`config.mk`:
```
export PLATFORM = sky130hd
export DESIGN_NAME = waveform_pacer
export DESIGN_NICKNAME = d
export VERILOG_FILES = /design/src/logic/pacer_pkg.sv /design/src/logic/waveform_pacer.sv
export VERILOG_INCLUDE_DIRS = /design/src /design/src/logic
export SDC_FILE = /design/constraint.sdc
export NUM_CORES = 1
export LEC_CHECK = 0
export BUFFER_PORTS_ARGS = -buffer_cell sky130_fd_sc_hd__clkbuf_2
export CORE_MARGIN = 10
export CORE_UTILIZATION = 35
export CTS_BUF_LIST = sky130_fd_sc_hd__clkbuf_2
export CTS_CLUSTER_DIAMETER = 40
export CTS_CLUSTER_SIZE = 40
export DETAILED_ROUTE_END_ITERATION = 16
export REMOVE_ABC_BUFFERS = 1
export SYNTH_ARGS = -nofsm -noshare
export SYNTH_HDL_FRONTEND = slang
export SYNTH_SLANG_ARGS = --single-unit
```
`constraint.sdc`:
```
create_clock -name CLOCK -period 4.7 [get_ports CLOCK]
set_input_delay 0.94 -clock CLOCK [delete_from_list [all_inputs] [get_ports CLOCK]]
set_output_delay 0.94 -clock CLOCK [all_outputs]
set_load 0.03 [all_outputs]
```
`src/logic/pacer_cfg.svh`:
```
/*
  Offsets, field positions, reset values and timing counts of the waveform
  pacer and run-control block. Assumes a 10 MHz core clock.
*/
`ifndef PACER_CFG_SVH
`define PACER_CFG_SVH

// Register indices; the byte address is four times the index
`define CTRL_IDX       8'h10
`define MASK_IDX       8'h11
`define STAT_IDX       8'h12
`define AUX_IDX        8'h13
`define CTR0_IDX       8'h14
`define CTR1_IDX       8'h15
`define CTR2_IDX       8'h16

// Field positions
`define CTRL_START_BIT 0
`define CTRL_GATE_BIT  1
`define CTRL_HWEN_BIT  2
`define CTRL_REFEN_BIT 6
`define MASK_SIMU_BIT  7
`define AUX_G0_BIT     0
`define WORD_END_BIT   15
`define WORD_SCAN_BIT  13
`define WORD_LOOP_BIT  12

// Reset values and answers
`define CTRL_RST       8'h00
`define MASK_RST       8'h00
`define AUX_RST        8'h01
`define RESP_OKAY      2'h0
`define RESP_SLVERR    2'h2
`define LAST_DAC       3'h7

// Conversion pulse: longest width, rounded down, never below one cycle
`define CLK_PERIOD_NS  100
`define LDAC_MAX_NS    100
`define LDAC_CYC       (((`LDAC_MAX_NS / `CLK_PERIOD_NS) < 1) ? 1 : (`LDAC_MAX_NS / `CLK_PERIOD_NS))

`endif

```
`src/logic/pacer_pkg.sv`:
```
/*
  Types of the waveform pacer and run-control block.
  Assumes the constants of pacer_cfg.svh; holds no numbers of its own beyond widths.
*/
package pacer_pkg;

  // Sequencer states
  typedef enum logic [2:0] {S_IDLE, S_WAIT, S_READ, S_HOLD, S_WRITE} seq_state_type;

  // One down-counter
  typedef struct packed {
    logic [15:0] cnt;
    logic [15:0] init;
    logic [2:0]  mode;
    logic        out;
    logic        run;
  } ctr_type;

  // Whole state of the block
  typedef struct packed {
    seq_state_type st;
    logic [15:0] addr;
    logic [2:0]  sel;
    logic        end_seen;
    logic        start_pend;
    logic [7:0]  ctrl;
    logic [7:0]  mask;
    logic [7:0]  aux;
    ctr_type     c0;
    ctr_type     c1;
    ctr_type     c2;
    logic        c0_prev;
    logic        c1_prev;
    logic        c2_prev;
    logic        g0_prev;
    logic        g12_prev;
    logic [3:0]  s1;
    logic [3:0]  s2;
    logic        start_prev;
    logic        trig_prev;
    logic [1:0]  ldac_cnt;
    logic        load_dac_n;
    logic        scan_end_n;
    logic        running;
    logic        tick;
    logic        tick_irq;
    logic        ref_en;
    logic        mem_rd;
    logic        dac_we;
    logic [2:0]  dac_sel;
    logic [11:0] dac_data;
    logic        awrdy;
    logic        aw_have;
    logic [7:0]  awaddr;
    logic        wrdy;
    logic        w_have;
    logic [31:0] wdata;
    logic [3:0]  wstrb;
    logic        bvalid;
    logic [1:0]  bresp;
    logic        arrdy;
    logic        rvalid;
    logic [31:0] rdata;
    logic [1:0]  rresp;
  } state_type;

endpackage : pacer_pkg

```
`src/logic/waveform_pacer.sv`:
```
/*
  Pacing counters, waveform sequencer and run-control pins, with an AXI4-Lite
  register slave. Assumes a synchronous SRAM answering one cycle after MEM_RD,
  DACs that latch on DAC_WE and convert on LOAD_DAC_N low, and asynchronous pins.
*/
// Behaviour
// - Short low conversion pulse on each update
// - Scan-end marker fetched gives low pulse
// - Running output high while sequencer runs
// - Stop pin halts; restart from address zero
// - External trigger converts unless mask bit set
// - Start pin low stops; rising edge starts
// - Pause holds running or pending start
// - Pause lets current scan finish first
// - After pause, tick converts then resumes
// - Reference output off while enable low
// - Counter zero drives tick and interrupt
// - Software gate bit pauses pacer counting
// - Presettable 16-bit down-counters, divisor load
// - Mode zero: low until terminal count
// - Mode one: retriggerable one-shot low pulse
// - Mode two: one-clock low every N
// - Mode three: square wave, step two
// - Mode four: software strobe after load
// - Mode five: gate edge triggered strobe
// - Clock pulse steps, gate edge triggers
// - Each tick fetches words to DACs
// - Control 41h starts, 44h arms
`timescale 1ns/10ps
`include "pacer_cfg.svh"

module waveform_pacer (
  input  wire logic        CLOCK,
  input  wire logic        SRST,
  input  wire logic [7:0]  AWADDR,
  input  wire logic        AWVALID,
  output logic             AWREADY,
  input  wire logic [31:0] WDATA,
  input  wire logic [3:0]  WSTRB,
  input  wire logic        WVALID,
  output logic             WREADY,
  output logic [1:0]       BRESP,
  output logic             BVALID,
  input  wire logic        BREADY,
  input  wire logic [7:0]  ARADDR,
  input  wire logic        ARVALID,
  output logic             ARREADY,
  output logic [31:0]      RDATA,
  output logic [1:0]       RRESP,
  output logic             RVALID,
  input  wire logic        RREADY,
  input  wire logic        STOP_N,
  input  wire logic        START_N,
  input  wire logic        PAUSE_N,
  input  wire logic        TRIG_N,
  output logic             LOAD_DAC_N,
  output logic             SCAN_END_N,
  output logic             RUNNING,
  output logic             TICK,
  output logic             TICK_IRQ,
  output logic             REF_EN,
  output logic [15:0]      MEM_ADDR,
  output logic             MEM_RD,
  input  wire logic [15:0] MEM_RDATA,
  output logic             DAC_WE,
  output logic [2:0]       DAC_SEL,
  output logic [11:0]      DAC_DATA
);

  pacer_pkg::state_type r;
  pacer_pkg::state_type n;
  logic                 stop_l;
  logic                 start_rise;
  logic                 pause;
  logic                 trig_fall;
  logic                 pacer_tick;
  logic                 do_wr;
  logic                 halt_any;

  // ------------------------------------------------------------------
  // Helpers
  // ------------------------------------------------------------------

  // Byte address matches a register index
  function automatic logic reg_hit(input logic [7:0] a, input logic [7:0] idx);
    reg_hit = (a[7:2] == idx[5:0]) && (a[1:0] == 2'h0);
  endfunction : reg_hit

  // Low byte write under its strobe
  function automatic logic [7:0] merge8(input logic [7:0] old, input logic [31:0] d,
                                        input logic [3:0] s);
    merge8 = s[0] ? d[7:0] : old;
  endfunction : merge8

  // Loading a divisor and mode; square wave starts on its high phase
  function automatic pacer_pkg::ctr_type ctr_load(input logic [18:0] v);
    pacer_pkg::ctr_type c;
    c.init = v[15:0];
    c.cnt  = v[15:0];
    c.mode = v[18:16];
    c.out  = (v[18:16] != 3'h0);
    c.run  = (v[18:16] == 3'h2) || (v[18:16] == 3'h3) || (v[18:16] == 3'h4);
    ctr_load = c;
  endfunction : ctr_load

  // One clock of a counter; clk_en is a count step, trig a gate rising edge
  function automatic pacer_pkg::ctr_type ctr_step(input pacer_pkg::ctr_type c,
                                                  input logic clk_en, input logic gate,
                                                  input logic trig);
    pacer_pkg::ctr_type x;
    x = c;
    case (c.mode)
      3'h0:
      begin
        if (trig)
          x.run = 1'b1;
        if (c.run && gate && clk_en && !c.out)
        begin
          x.cnt = c.cnt - 16'h0001;
          x.out = (c.cnt == 16'h0001);
        end
      end
      3'h1:
      begin
        if (trig)
        begin
          x.cnt = c.init;
          x.out = 1'b0;
          x.run = 1'b1;
        end
        else if (c.run && clk_en)
        begin
          x.cnt = c.cnt - 16'h0001;
          x.out = (c.cnt == 16'h0001);
          x.run = (c.cnt != 16'h0001);
        end
      end
      3'h2:
      begin
        if (!gate)
        begin
          x.run = 1'b0;
          x.out = 1'b1;
        end
        else if (trig)
        begin
          x.cnt = c.init;
          x.run = 1'b1;
          x.out = 1'b1;
        end
        else if (c.run && clk_en)
        begin
          // Low for the step from two to one, reload at one
          x.cnt = (c.cnt == 16'h0001) ? c.init : c.cnt - 16'h0001;
          x.out = (c.cnt != 16'h0002);
        end
      end
      3'h3:
      begin
        if (!gate)
        begin
          x.run = 1'b0;
          x.out = 1'b1;
        end
        else if (trig)
        begin
          x.cnt = c.init;
          x.run = 1'b1;
          x.out = 1'b1;
        end
        else if (c.run && clk_en)
        begin
          // Odd N: high phase counts N..1, low phase N-1..2, both by two
          if (c.cnt <= 16'h0002)
          begin
            x.out = !c.out;
            x.cnt = c.out ? {c.init[15:1], 1'b0} : c.init;
          end
          else
            x.cnt = c.cnt - 16'h0002;
        end
      end
      3'h4, 3'h5:
      begin
        if (!c.out && clk_en)
          x.out = 1'b1;                                   // one input period low
        if ((c.mode == 3'h5) && trig)
        begin
          x.cnt = c.init;
          x.run = 1'b1;
        end
        else if (c.run && clk_en && (gate || (c.mode == 3'h5)))
        begin
          x.cnt = c.cnt - 16'h0001;
          x.out = (c.cnt != 16'h0001);
          x.run = (c.cnt != 16'h0001);
        end
      end
      default:
        x.run = 1'b0;
    endcase
    ctr_step = x;
  endfunction : ctr_step

  // ------------------------------------------------------------------
  // Next state
  // ------------------------------------------------------------------

  // Synchronised pin views; the first stage feeds only the second
  assign stop_l     = !r.s2[0];
  assign start_rise = r.s2[1] && !r.start_prev;
  assign pause      = !r.s2[2] || r.ctrl[`CTRL_GATE_BIT];
  assign trig_fall  = !r.s2[3] && !r.trig_prev;
  assign pacer_tick = r.c2.out && !r.c2_prev;
  assign do_wr      = r.aw_have && r.w_have && !r.bvalid;
  assign halt_any   = stop_l || !r.s2[1] || do_wr;

  always_comb
  begin
    n            = r;
    n.mem_rd     = 1'b0;
    n.dac_we     = 1'b0;
    n.scan_end_n = 1'b1;
    n.s1         = {TRIG_N, PAUSE_N, START_N, STOP_N};
    n.s2         = r.s1;
    n.start_prev = r.s2[1];
    n.trig_prev  = !r.s2[3];
    n.ldac_cnt   = (r.ldac_cnt != 2'h0) ? r.ldac_cnt - 2'h1 : 2'h0;

    // Counter zero free-running on the core clock, gated by a software bit
    n.g0_prev  = r.aux[`AUX_G0_BIT];
    n.g12_prev = !r.ctrl[`CTRL_GATE_BIT];
    n.c0       = ctr_step(r.c0, 1'b1, r.aux[`AUX_G0_BIT],
                          r.aux[`AUX_G0_BIT] && !r.g0_prev);
    // Pacer: counter two counts output pulses of counter one
    n.c1       = ctr_step(r.c1, 1'b1, !r.ctrl[`CTRL_GATE_BIT],
                          !r.ctrl[`CTRL_GATE_BIT] && !r.g12_prev);
    n.c2       = ctr_step(r.c2, r.c1.out && !r.c1_prev, !r.ctrl[`CTRL_GATE_BIT],
                          !r.ctrl[`CTRL_GATE_BIT] && !r.g12_prev);
    n.c1_prev  = r.c1.out;
    n.c2_prev  = r.c2.out;
    n.c0_prev  = r.c0.out;
    n.tick     = r.c0.out;
    n.tick_irq = r.c0.out && !r.c0_prev;

    // Write channels: address and data taken in either order
    if (AWVALID && r.awrdy)
    begin
      n.aw_have = 1'b1;
      n.awaddr  = AWADDR;
    end
    if (WVALID && r.wrdy)
    begin
      n.w_have = 1'b1;
      n.wdata  = WDATA;
      n.wstrb  = WSTRB;
    end
    if (BREADY && r.bvalid)
      n.bvalid = 1'b0;
    if (do_wr)
    begin
      n.aw_have = 1'b0;
      n.w_have  = 1'b0;
      n.bvalid  = 1'b1;
      n.bresp   = `RESP_OKAY;
      if (reg_hit(r.awaddr, `CTRL_IDX))
        n.ctrl = merge8(r.ctrl, r.wdata, r.wstrb);
      else if (reg_hit(r.awaddr, `MASK_IDX))
        n.mask = merge8(r.mask, r.wdata, r.wstrb);
      else if (reg_hit(r.awaddr, `AUX_IDX))
        n.aux = merge8(r.aux, r.wdata, r.wstrb);
      else if (reg_hit(r.awaddr, `CTR0_IDX) && (r.wstrb[2:0] == 3'h7))
        n.c0 = ctr_load(r.wdata[18:0]);
      else if (reg_hit(r.awaddr, `CTR1_IDX) && (r.wstrb[2:0] == 3'h7))
        n.c1 = ctr_load(r.wdata[18:0]);
      else if (reg_hit(r.awaddr, `CTR2_IDX) && (r.wstrb[2:0] == 3'h7))
        n.c2 = ctr_load(r.wdata[18:0]);
      else if (!reg_hit(r.awaddr, `STAT_IDX))
        n.bresp = `RESP_SLVERR;
    end
    n.awrdy = !n.aw_have && !n.bvalid;
    n.wrdy  = !n.w_have && !n.bvalid;

    // Read channel: one read at a time, answered the cycle after it is taken
    if (RREADY && r.rvalid)
      n.rvalid = 1'b0;
    if (ARVALID && r.arrdy)
    begin
      n.rvalid = 1'b1;
      n.rresp  = `RESP_OKAY;
      n.rdata  = 32'h0;
      if (reg_hit(ARADDR, `CTRL_IDX))
        n.rdata[7:0] = r.ctrl;
      else if (reg_hit(ARADDR, `MASK_IDX))
        n.rdata[7:0] = r.mask;
      else if (reg_hit(ARADDR, `AUX_IDX))
        n.rdata[7:0] = r.aux;
      else if (reg_hit(ARADDR, `STAT_IDX))
        n.rdata = {r.addr, 8'h0, r.start_pend, pause, r.c2.out, r.c0.out, r.sel, r.running};
      else if (reg_hit(ARADDR, `CTR0_IDX))
        n.rdata = {12'h0, r.c0.out, r.c0.mode, r.c0.cnt};
      else if (reg_hit(ARADDR, `CTR1_IDX))
        n.rdata = {12'h0, r.c1.out, r.c1.mode, r.c1.cnt};
      else if (reg_hit(ARADDR, `CTR2_IDX))
        n.rdata = {12'h0, r.c2.out, r.c2.mode, r.c2.cnt};
      else
        n.rresp = `RESP_SLVERR;
    end
    n.arrdy = !n.rvalid;

    // External conversion trigger, unless software masks it
    if (trig_fall && !r.mask[`MASK_SIMU_BIT])
      n.ldac_cnt = 2'(`LDAC_CYC);

    // Sequencer
    case (r.st)
      pacer_pkg::S_IDLE:
      begin
        if ((do_wr && reg_hit(r.awaddr, `CTRL_IDX) && r.wstrb[0] && r.wdata[`CTRL_START_BIT])
            || (start_rise && r.ctrl[`CTRL_HWEN_BIT]))
        begin
          n.start_pend              = 1'b1;
          n.ctrl[`CTRL_START_BIT]   = 1'b1;
        end
        if ((n.start_pend || r.start_pend) && !pause)
        begin
          n.st         = pacer_pkg::S_WAIT;
          n.start_pend = 1'b0;
          n.sel        = 3'h0;
          n.end_seen   = 1'b0;
        end
      end
      pacer_pkg::S_WAIT:
      begin
        // Paused: no tick is taken; the first tick after release converts
        if (!pause && pacer_tick)
        begin
          n.ldac_cnt = 2'(`LDAC_CYC);
          n.st       = pacer_pkg::S_READ;
        end
      end
      pacer_pkg::S_READ:
      begin
        n.mem_rd = 1'b1;
        n.st     = pacer_pkg::S_HOLD;
      end
      pacer_pkg::S_HOLD:
        n.st = pacer_pkg::S_WRITE;
      pacer_pkg::S_WRITE:
      begin
        n.dac_we     = 1'b1;
        n.dac_sel    = r.sel;
        n.dac_data   = MEM_RDATA[11:0];
        n.scan_end_n = !MEM_RDATA[`WORD_SCAN_BIT];
        n.addr       = MEM_RDATA[`WORD_LOOP_BIT] ? 16'h0 : r.addr + 16'h0001;
        n.end_seen   = r.end_seen || MEM_RDATA[`WORD_END_BIT];
        // Pause is not looked at here, so pause never cuts a started scan short
        if (MEM_RDATA[`WORD_SCAN_BIT] || (r.sel == `LAST_DAC))
        begin
          n.sel = 3'h0;
          n.st  = n.end_seen ? pacer_pkg::S_IDLE : pacer_pkg::S_WAIT;
          if (n.end_seen)
            n.ctrl[`CTRL_START_BIT] = 1'b0;
        end
        else
        begin
          n.sel = r.sel + 3'h1;
          n.st  = pacer_pkg::S_READ;
        end
      end
      default:
        n.st = pacer_pkg::S_IDLE;
    endcase

    // Software clearing the start bit stops a running sequencer
    if ((r.st != pacer_pkg::S_IDLE) && !n.ctrl[`CTRL_START_BIT])
      n.st = pacer_pkg::S_IDLE;
    // Start pin low stops the generator; stop pin also rewinds the address
    if (stop_l || !r.s2[1])
    begin
      n.st                    = pacer_pkg::S_IDLE;
      n.start_pend            = 1'b0;
      n.sel                   = 3'h0;
      n.ctrl[`CTRL_START_BIT] = 1'b0;
      if (stop_l)
        n.addr = 16'h0;
    end

    n.load_dac_n = (n.ldac_cnt == 2'h0);
    n.running    = (n.st != pacer_pkg::S_IDLE);
    n.ref_en     = n.ctrl[`CTRL_REFEN_BIT];
  end

  // ------------------------------------------------------------------
  // State register
  // ------------------------------------------------------------------

  // Reset leaves every counter idle with a high output
  always_ff @(posedge CLOCK)
  begin
    if (SRST)
    begin
      r            <= '0;
      r.st         <= pacer_pkg::S_IDLE;
      r.ctrl       <= `CTRL_RST;
      r.mask       <= `MASK_RST;
      r.aux        <= `AUX_RST;
      r.c0.out     <= 1'b1;
      r.c1.out     <= 1'b1;
      r.c2.out     <= 1'b1;
      r.c0_prev    <= 1'b1;
      r.c1_prev    <= 1'b1;
      r.c2_prev    <= 1'b1;
      r.s1         <= 4'hf;
      r.s2         <= 4'hf;
      r.start_prev <= 1'b1;
      r.load_dac_n <= 1'b1;
      r.scan_end_n <= 1'b1;
      r.awrdy      <= 1'b1;
      r.wrdy       <= 1'b1;
      r.arrdy      <= 1'b1;
    end
    else
      r <= n;
  end

  // Ports straight from the state register
  assign AWREADY    = r.awrdy;
  assign WREADY     = r.wrdy;
  assign BVALID     = r.bvalid;
  assign BRESP      = r.bresp;
  assign ARREADY    = r.arrdy;
  assign RVALID     = r.rvalid;
  assign RDATA      = r.rdata;
  assign RRESP      = r.rresp;
  assign LOAD_DAC_N = r.load_dac_n;
  assign SCAN_END_N = r.scan_end_n;
  assign RUNNING    = r.running;
  assign TICK       = r.tick;
  assign TICK_IRQ   = r.tick_irq;
  assign REF_EN     = r.ref_en;
  assign MEM_ADDR   = r.addr;
  assign MEM_RD     = r.mem_rd;
  assign DAC_WE     = r.dac_we;
  assign DAC_SEL    = r.dac_sel;
  assign DAC_DATA   = r.dac_data;
endmodule : waveform_pacer

```
==> flow_summary.json <==
{
  "syn_area_per_cell_sq_um": 6.94,
  "crit_path_end_kind": "register",
  "clock_latency_ns": 1.15,
  "dr.pass1.iters": 6,
  "min_delay_path_depth": 3,
  "clkSinkCount": 269,
  "critical_path.max_stage_delay_ns": 0.61,
  "grt_util_all_layers_pct": 24.5,
  "ys_ff_latch": 269,
  "slew_headroom_pct": 26.4,
  "finalClockSkew_ns": 0.158,
  "ys_types": 91,
  "worstSetupPathType": "reg2reg",
  "cp_slowest_cell": "dfxtp_1",
  "fp.dieArea_sq_um": 67200,
  "worst_slack_ns": 1.32,
  "cts_max_level": 2,
  "async_reset_ff_share_pct": 0,
  "post-synth-top-area-fraction_pct": 26.9,
  "yosysMostFrequentCell": "nand2_1",
  "clockBufferDepth": 3,
  "nNetsFinal": 2945,
  "hold_violations": 0,
  "arrival_ns": 4.42,
  "fin_util_pct": 38.4,
  "slew_violations": 0,
  "worstPathCellList": "nor4_2 -> and4_1 -> nand3_1 -> a21oi_1 -> o22ai_1 -> nor4_1 -> a21oi_1",
  "p_leak_uw": 0.00807,
  "dpl.hpwl_mm": 59.9,
  "clockRootBuffer": "clkbuf_2",
  "netlist_instances": 2887,
  "rsz0062_at_grt": "no",
  "wl_met2_mm": 36.3,
  "post-route-drc-count": 0,
  "worstPathMaxFanout": 19,
  "crit_top_cell": "a21oi_1",
  "cts_setup_buffers": 0,
  "die_x_microns": 259,
  "seq_area_frac_synth_pct": 26.9,
  "required_ns": 5.74,
  "dp_worst_setup_slack_ns": 1.28,
  "setup.worst_path.start_class": "register",
  "port_buffers": 141,
  "yosys-top-cells-count": "420 x nand2_1, 319 x a21oi_1, 269 x dfxtp_1",
  "worstReg2RegStart": "r[228]",
  "synth-edff-count": 0,
  "stdcell_count": 3649,
  "outcome": "complete, no violations",
  "hold_path.startpoint": "WDATA[8]",
  "cts_tree": "yes",
  "grt_pass1_wl_mm": 130,
  "r2r_slack_ns": 1.32,
  "setup_viol": 0,
  "drt-wirelength-per-cell_microns": 23.8,
  "place_inst": 3528,
  "gr-total-overflow": 0,
  "worst_r2r_endpoint": "n[106]",
  "timing.final.crit_share_pct": 72.0,
  "ir_drop_mv": 0.196,
  "final.min_clock_period_ns": 3.38,
  "synth_flop_cell": "dfxtp_1",
  "drt_iter0_markers": 3079,
  "row_count": 87,
  "wl_mm": 87.0,
  "whs_endpoint": "r[51]",
  "area_delta_synth_final_pct": 8.40,
  "drv_cap": 0,
  "drive_above_1_share_pct": 12.4,
  "wl_met1_mm": 35.4,
  "cts_buffers": 52,
  "design.core.area_sq_um": 56500,
  "ios": 159,
  "wl_met3_mm": 10.9,
  "final_antenna_net_count": 0,
  "start_util_pct": 35.5,
  "die_h_microns": 259,
  "yosys_warnings": 0,
  "grt_max_degree": 84,
  "setup_tns_ns": 0,
  "routabilityCongestion": 1.01,
  "min_path_type": "in2reg",
  "antenna_found_initial": 2,
  "synth.cell_area_sq_um": 20000,
  "path_clk_slew_ns": 0.19,
  "worstMarginPinSlew_ns": 1.10,
  "highest_layer": "met5",
  "grt_pass1_vias": 20541,
  "fmax_mhz": 296,
  "yosys-top-cells-area": "dfxtp_1 27%, a21oi_1 8.0%, nand2_1 7.9%, nor2_1 5.0%, o21ai_0 4.6%",
  "synth_top_area_cell": "dfxtp_1",
  "reg2regPathDepth": 7,
  "vias": 22704,
  "power_density_nw_per_um2": 224,
  "avgViaCountPerCell": 6.22
}
==> sequential cells by signal, summed over array words and instances, names as in the netlist, 3 cells and up <==
| register | count |
|---|---|
| r | 183 |
| RDATA | 32 |
| MEM_ADDR | 16 |
| DAC_DATA | 12 |
| n | 9 |
| DAC_SEL | 3 |
==> routing by layer <==
| layer | vias to the layer above | track usage [%] |
|---|---|---|
| met5 | - | 0 |
| met4 | 2 | 11.4 |
| met3 | 317 | 6.87 |
| met2 | 1465 | 36.3 |
| met1 | 10514 | 32.5 |
| li1 | 10406 | - |
==> timing repair <==
| item | CTS | global route |
|---|---|---|
| hold endpoints to repair | 22 | 0 |
| endpoints found under the setup margin | 0 | 0 |
| gates resized for setup | 0 | 0 |
| hold buffers | 22 | 0 |
==> how the worst max path moves through the flow <==
stage	endpoint	cells past startpoint	from	slack [ns]
4_1_cts	n[106]	7	r[228]	1.42
6_report	n[106]	7	r[228]	1.32
2_1_floorplan	RDATA[6]	7	ARADDR[7]	1.43
3_5_place_dp	RDATA[0]	7	ARADDR[6]	1.28
3_3_place_gp	RDATA[4]	7	ARADDR[6]	1.27
5_1_grt	n[106]	7	r[229]	1.18
==> cell families (layout without fill, tap and decap cells) <==
| logic type | count (synthesis) | count (layout) | share of synthesized area (%) |
|---|---|---|---|
| AOI/OAI and AO/OA | 935 | 935 | 29.6 |
| other | 1 | 3 | 0.0187 |
| xor gates and xnor gates | 101 | 101 | 4.41 |
| and+or+nand+nor | 1152 | 1152 | 27.4 |
| DFF | 269 | 269 | 26.9 |
| muxes | 44 | 44 | 2.24 |
| buffers and inverters | 367 | 371 | 8.25 |
| adders and majority gates | 18 | 18 | 1.12 |
==> stage by stage <==
| stage | total power (uW) | hold slack (ns) | cell area (sq um) |
|---|---|---|---|
| 2_1_floorplan | 2620 | 0.371 | 18500 |
| 3_3_place_gp | 2850 | 0.383 | 20700 |
| 3_5_place_dp | 2850 | 0.384 | 20700 |
| 4_1_cts | 4900 | 0.0000318 | 21700 |
| 5_1_grt | 5040 | 0.0210 | 21700 |
| 6_report | 4860 | 0.108 | 21700 |
==> where the power goes <==
part | switching (uW) | leakage [uW] | internal [uW]
combinational | 293 | 0.00543 | 133
clock | 1240 | 0.000465 | 790
sequential | 86.7 | 0.00218 | 2320
==> placed cells by master, fill, tap and decap left out, types with 68 or more instances in the layout <==
cell type and instances:
a21oi_1 319, nor3_1 82, xnor2_1 68, buf_4 69, nor2_1 264, nand3_1 106
o21ai_0 185, clkbuf_2 194, a211oi_1 69, dfxtp_1 268, nand2_1 420
==> worst max-delay path: cells and delay by family (launching register included) <==
kind               cells  cell delay [ns]
and+or+nand+nor        4             2.22
DFF                    1             0.61
AOI/OAI and AO/OA      3             0.47
==> cell type report <==
type,count,area (sq um)
tap,756,946
clock buffer,54,270
timing repair buffer,232,1450
clock inverter,44,494
sequential,269,5390
inverter,41,154
multi-input combinational,2252,13000
antenna,1,2.50
fill,6077,34800
Power figures use the tool's default switching activity.
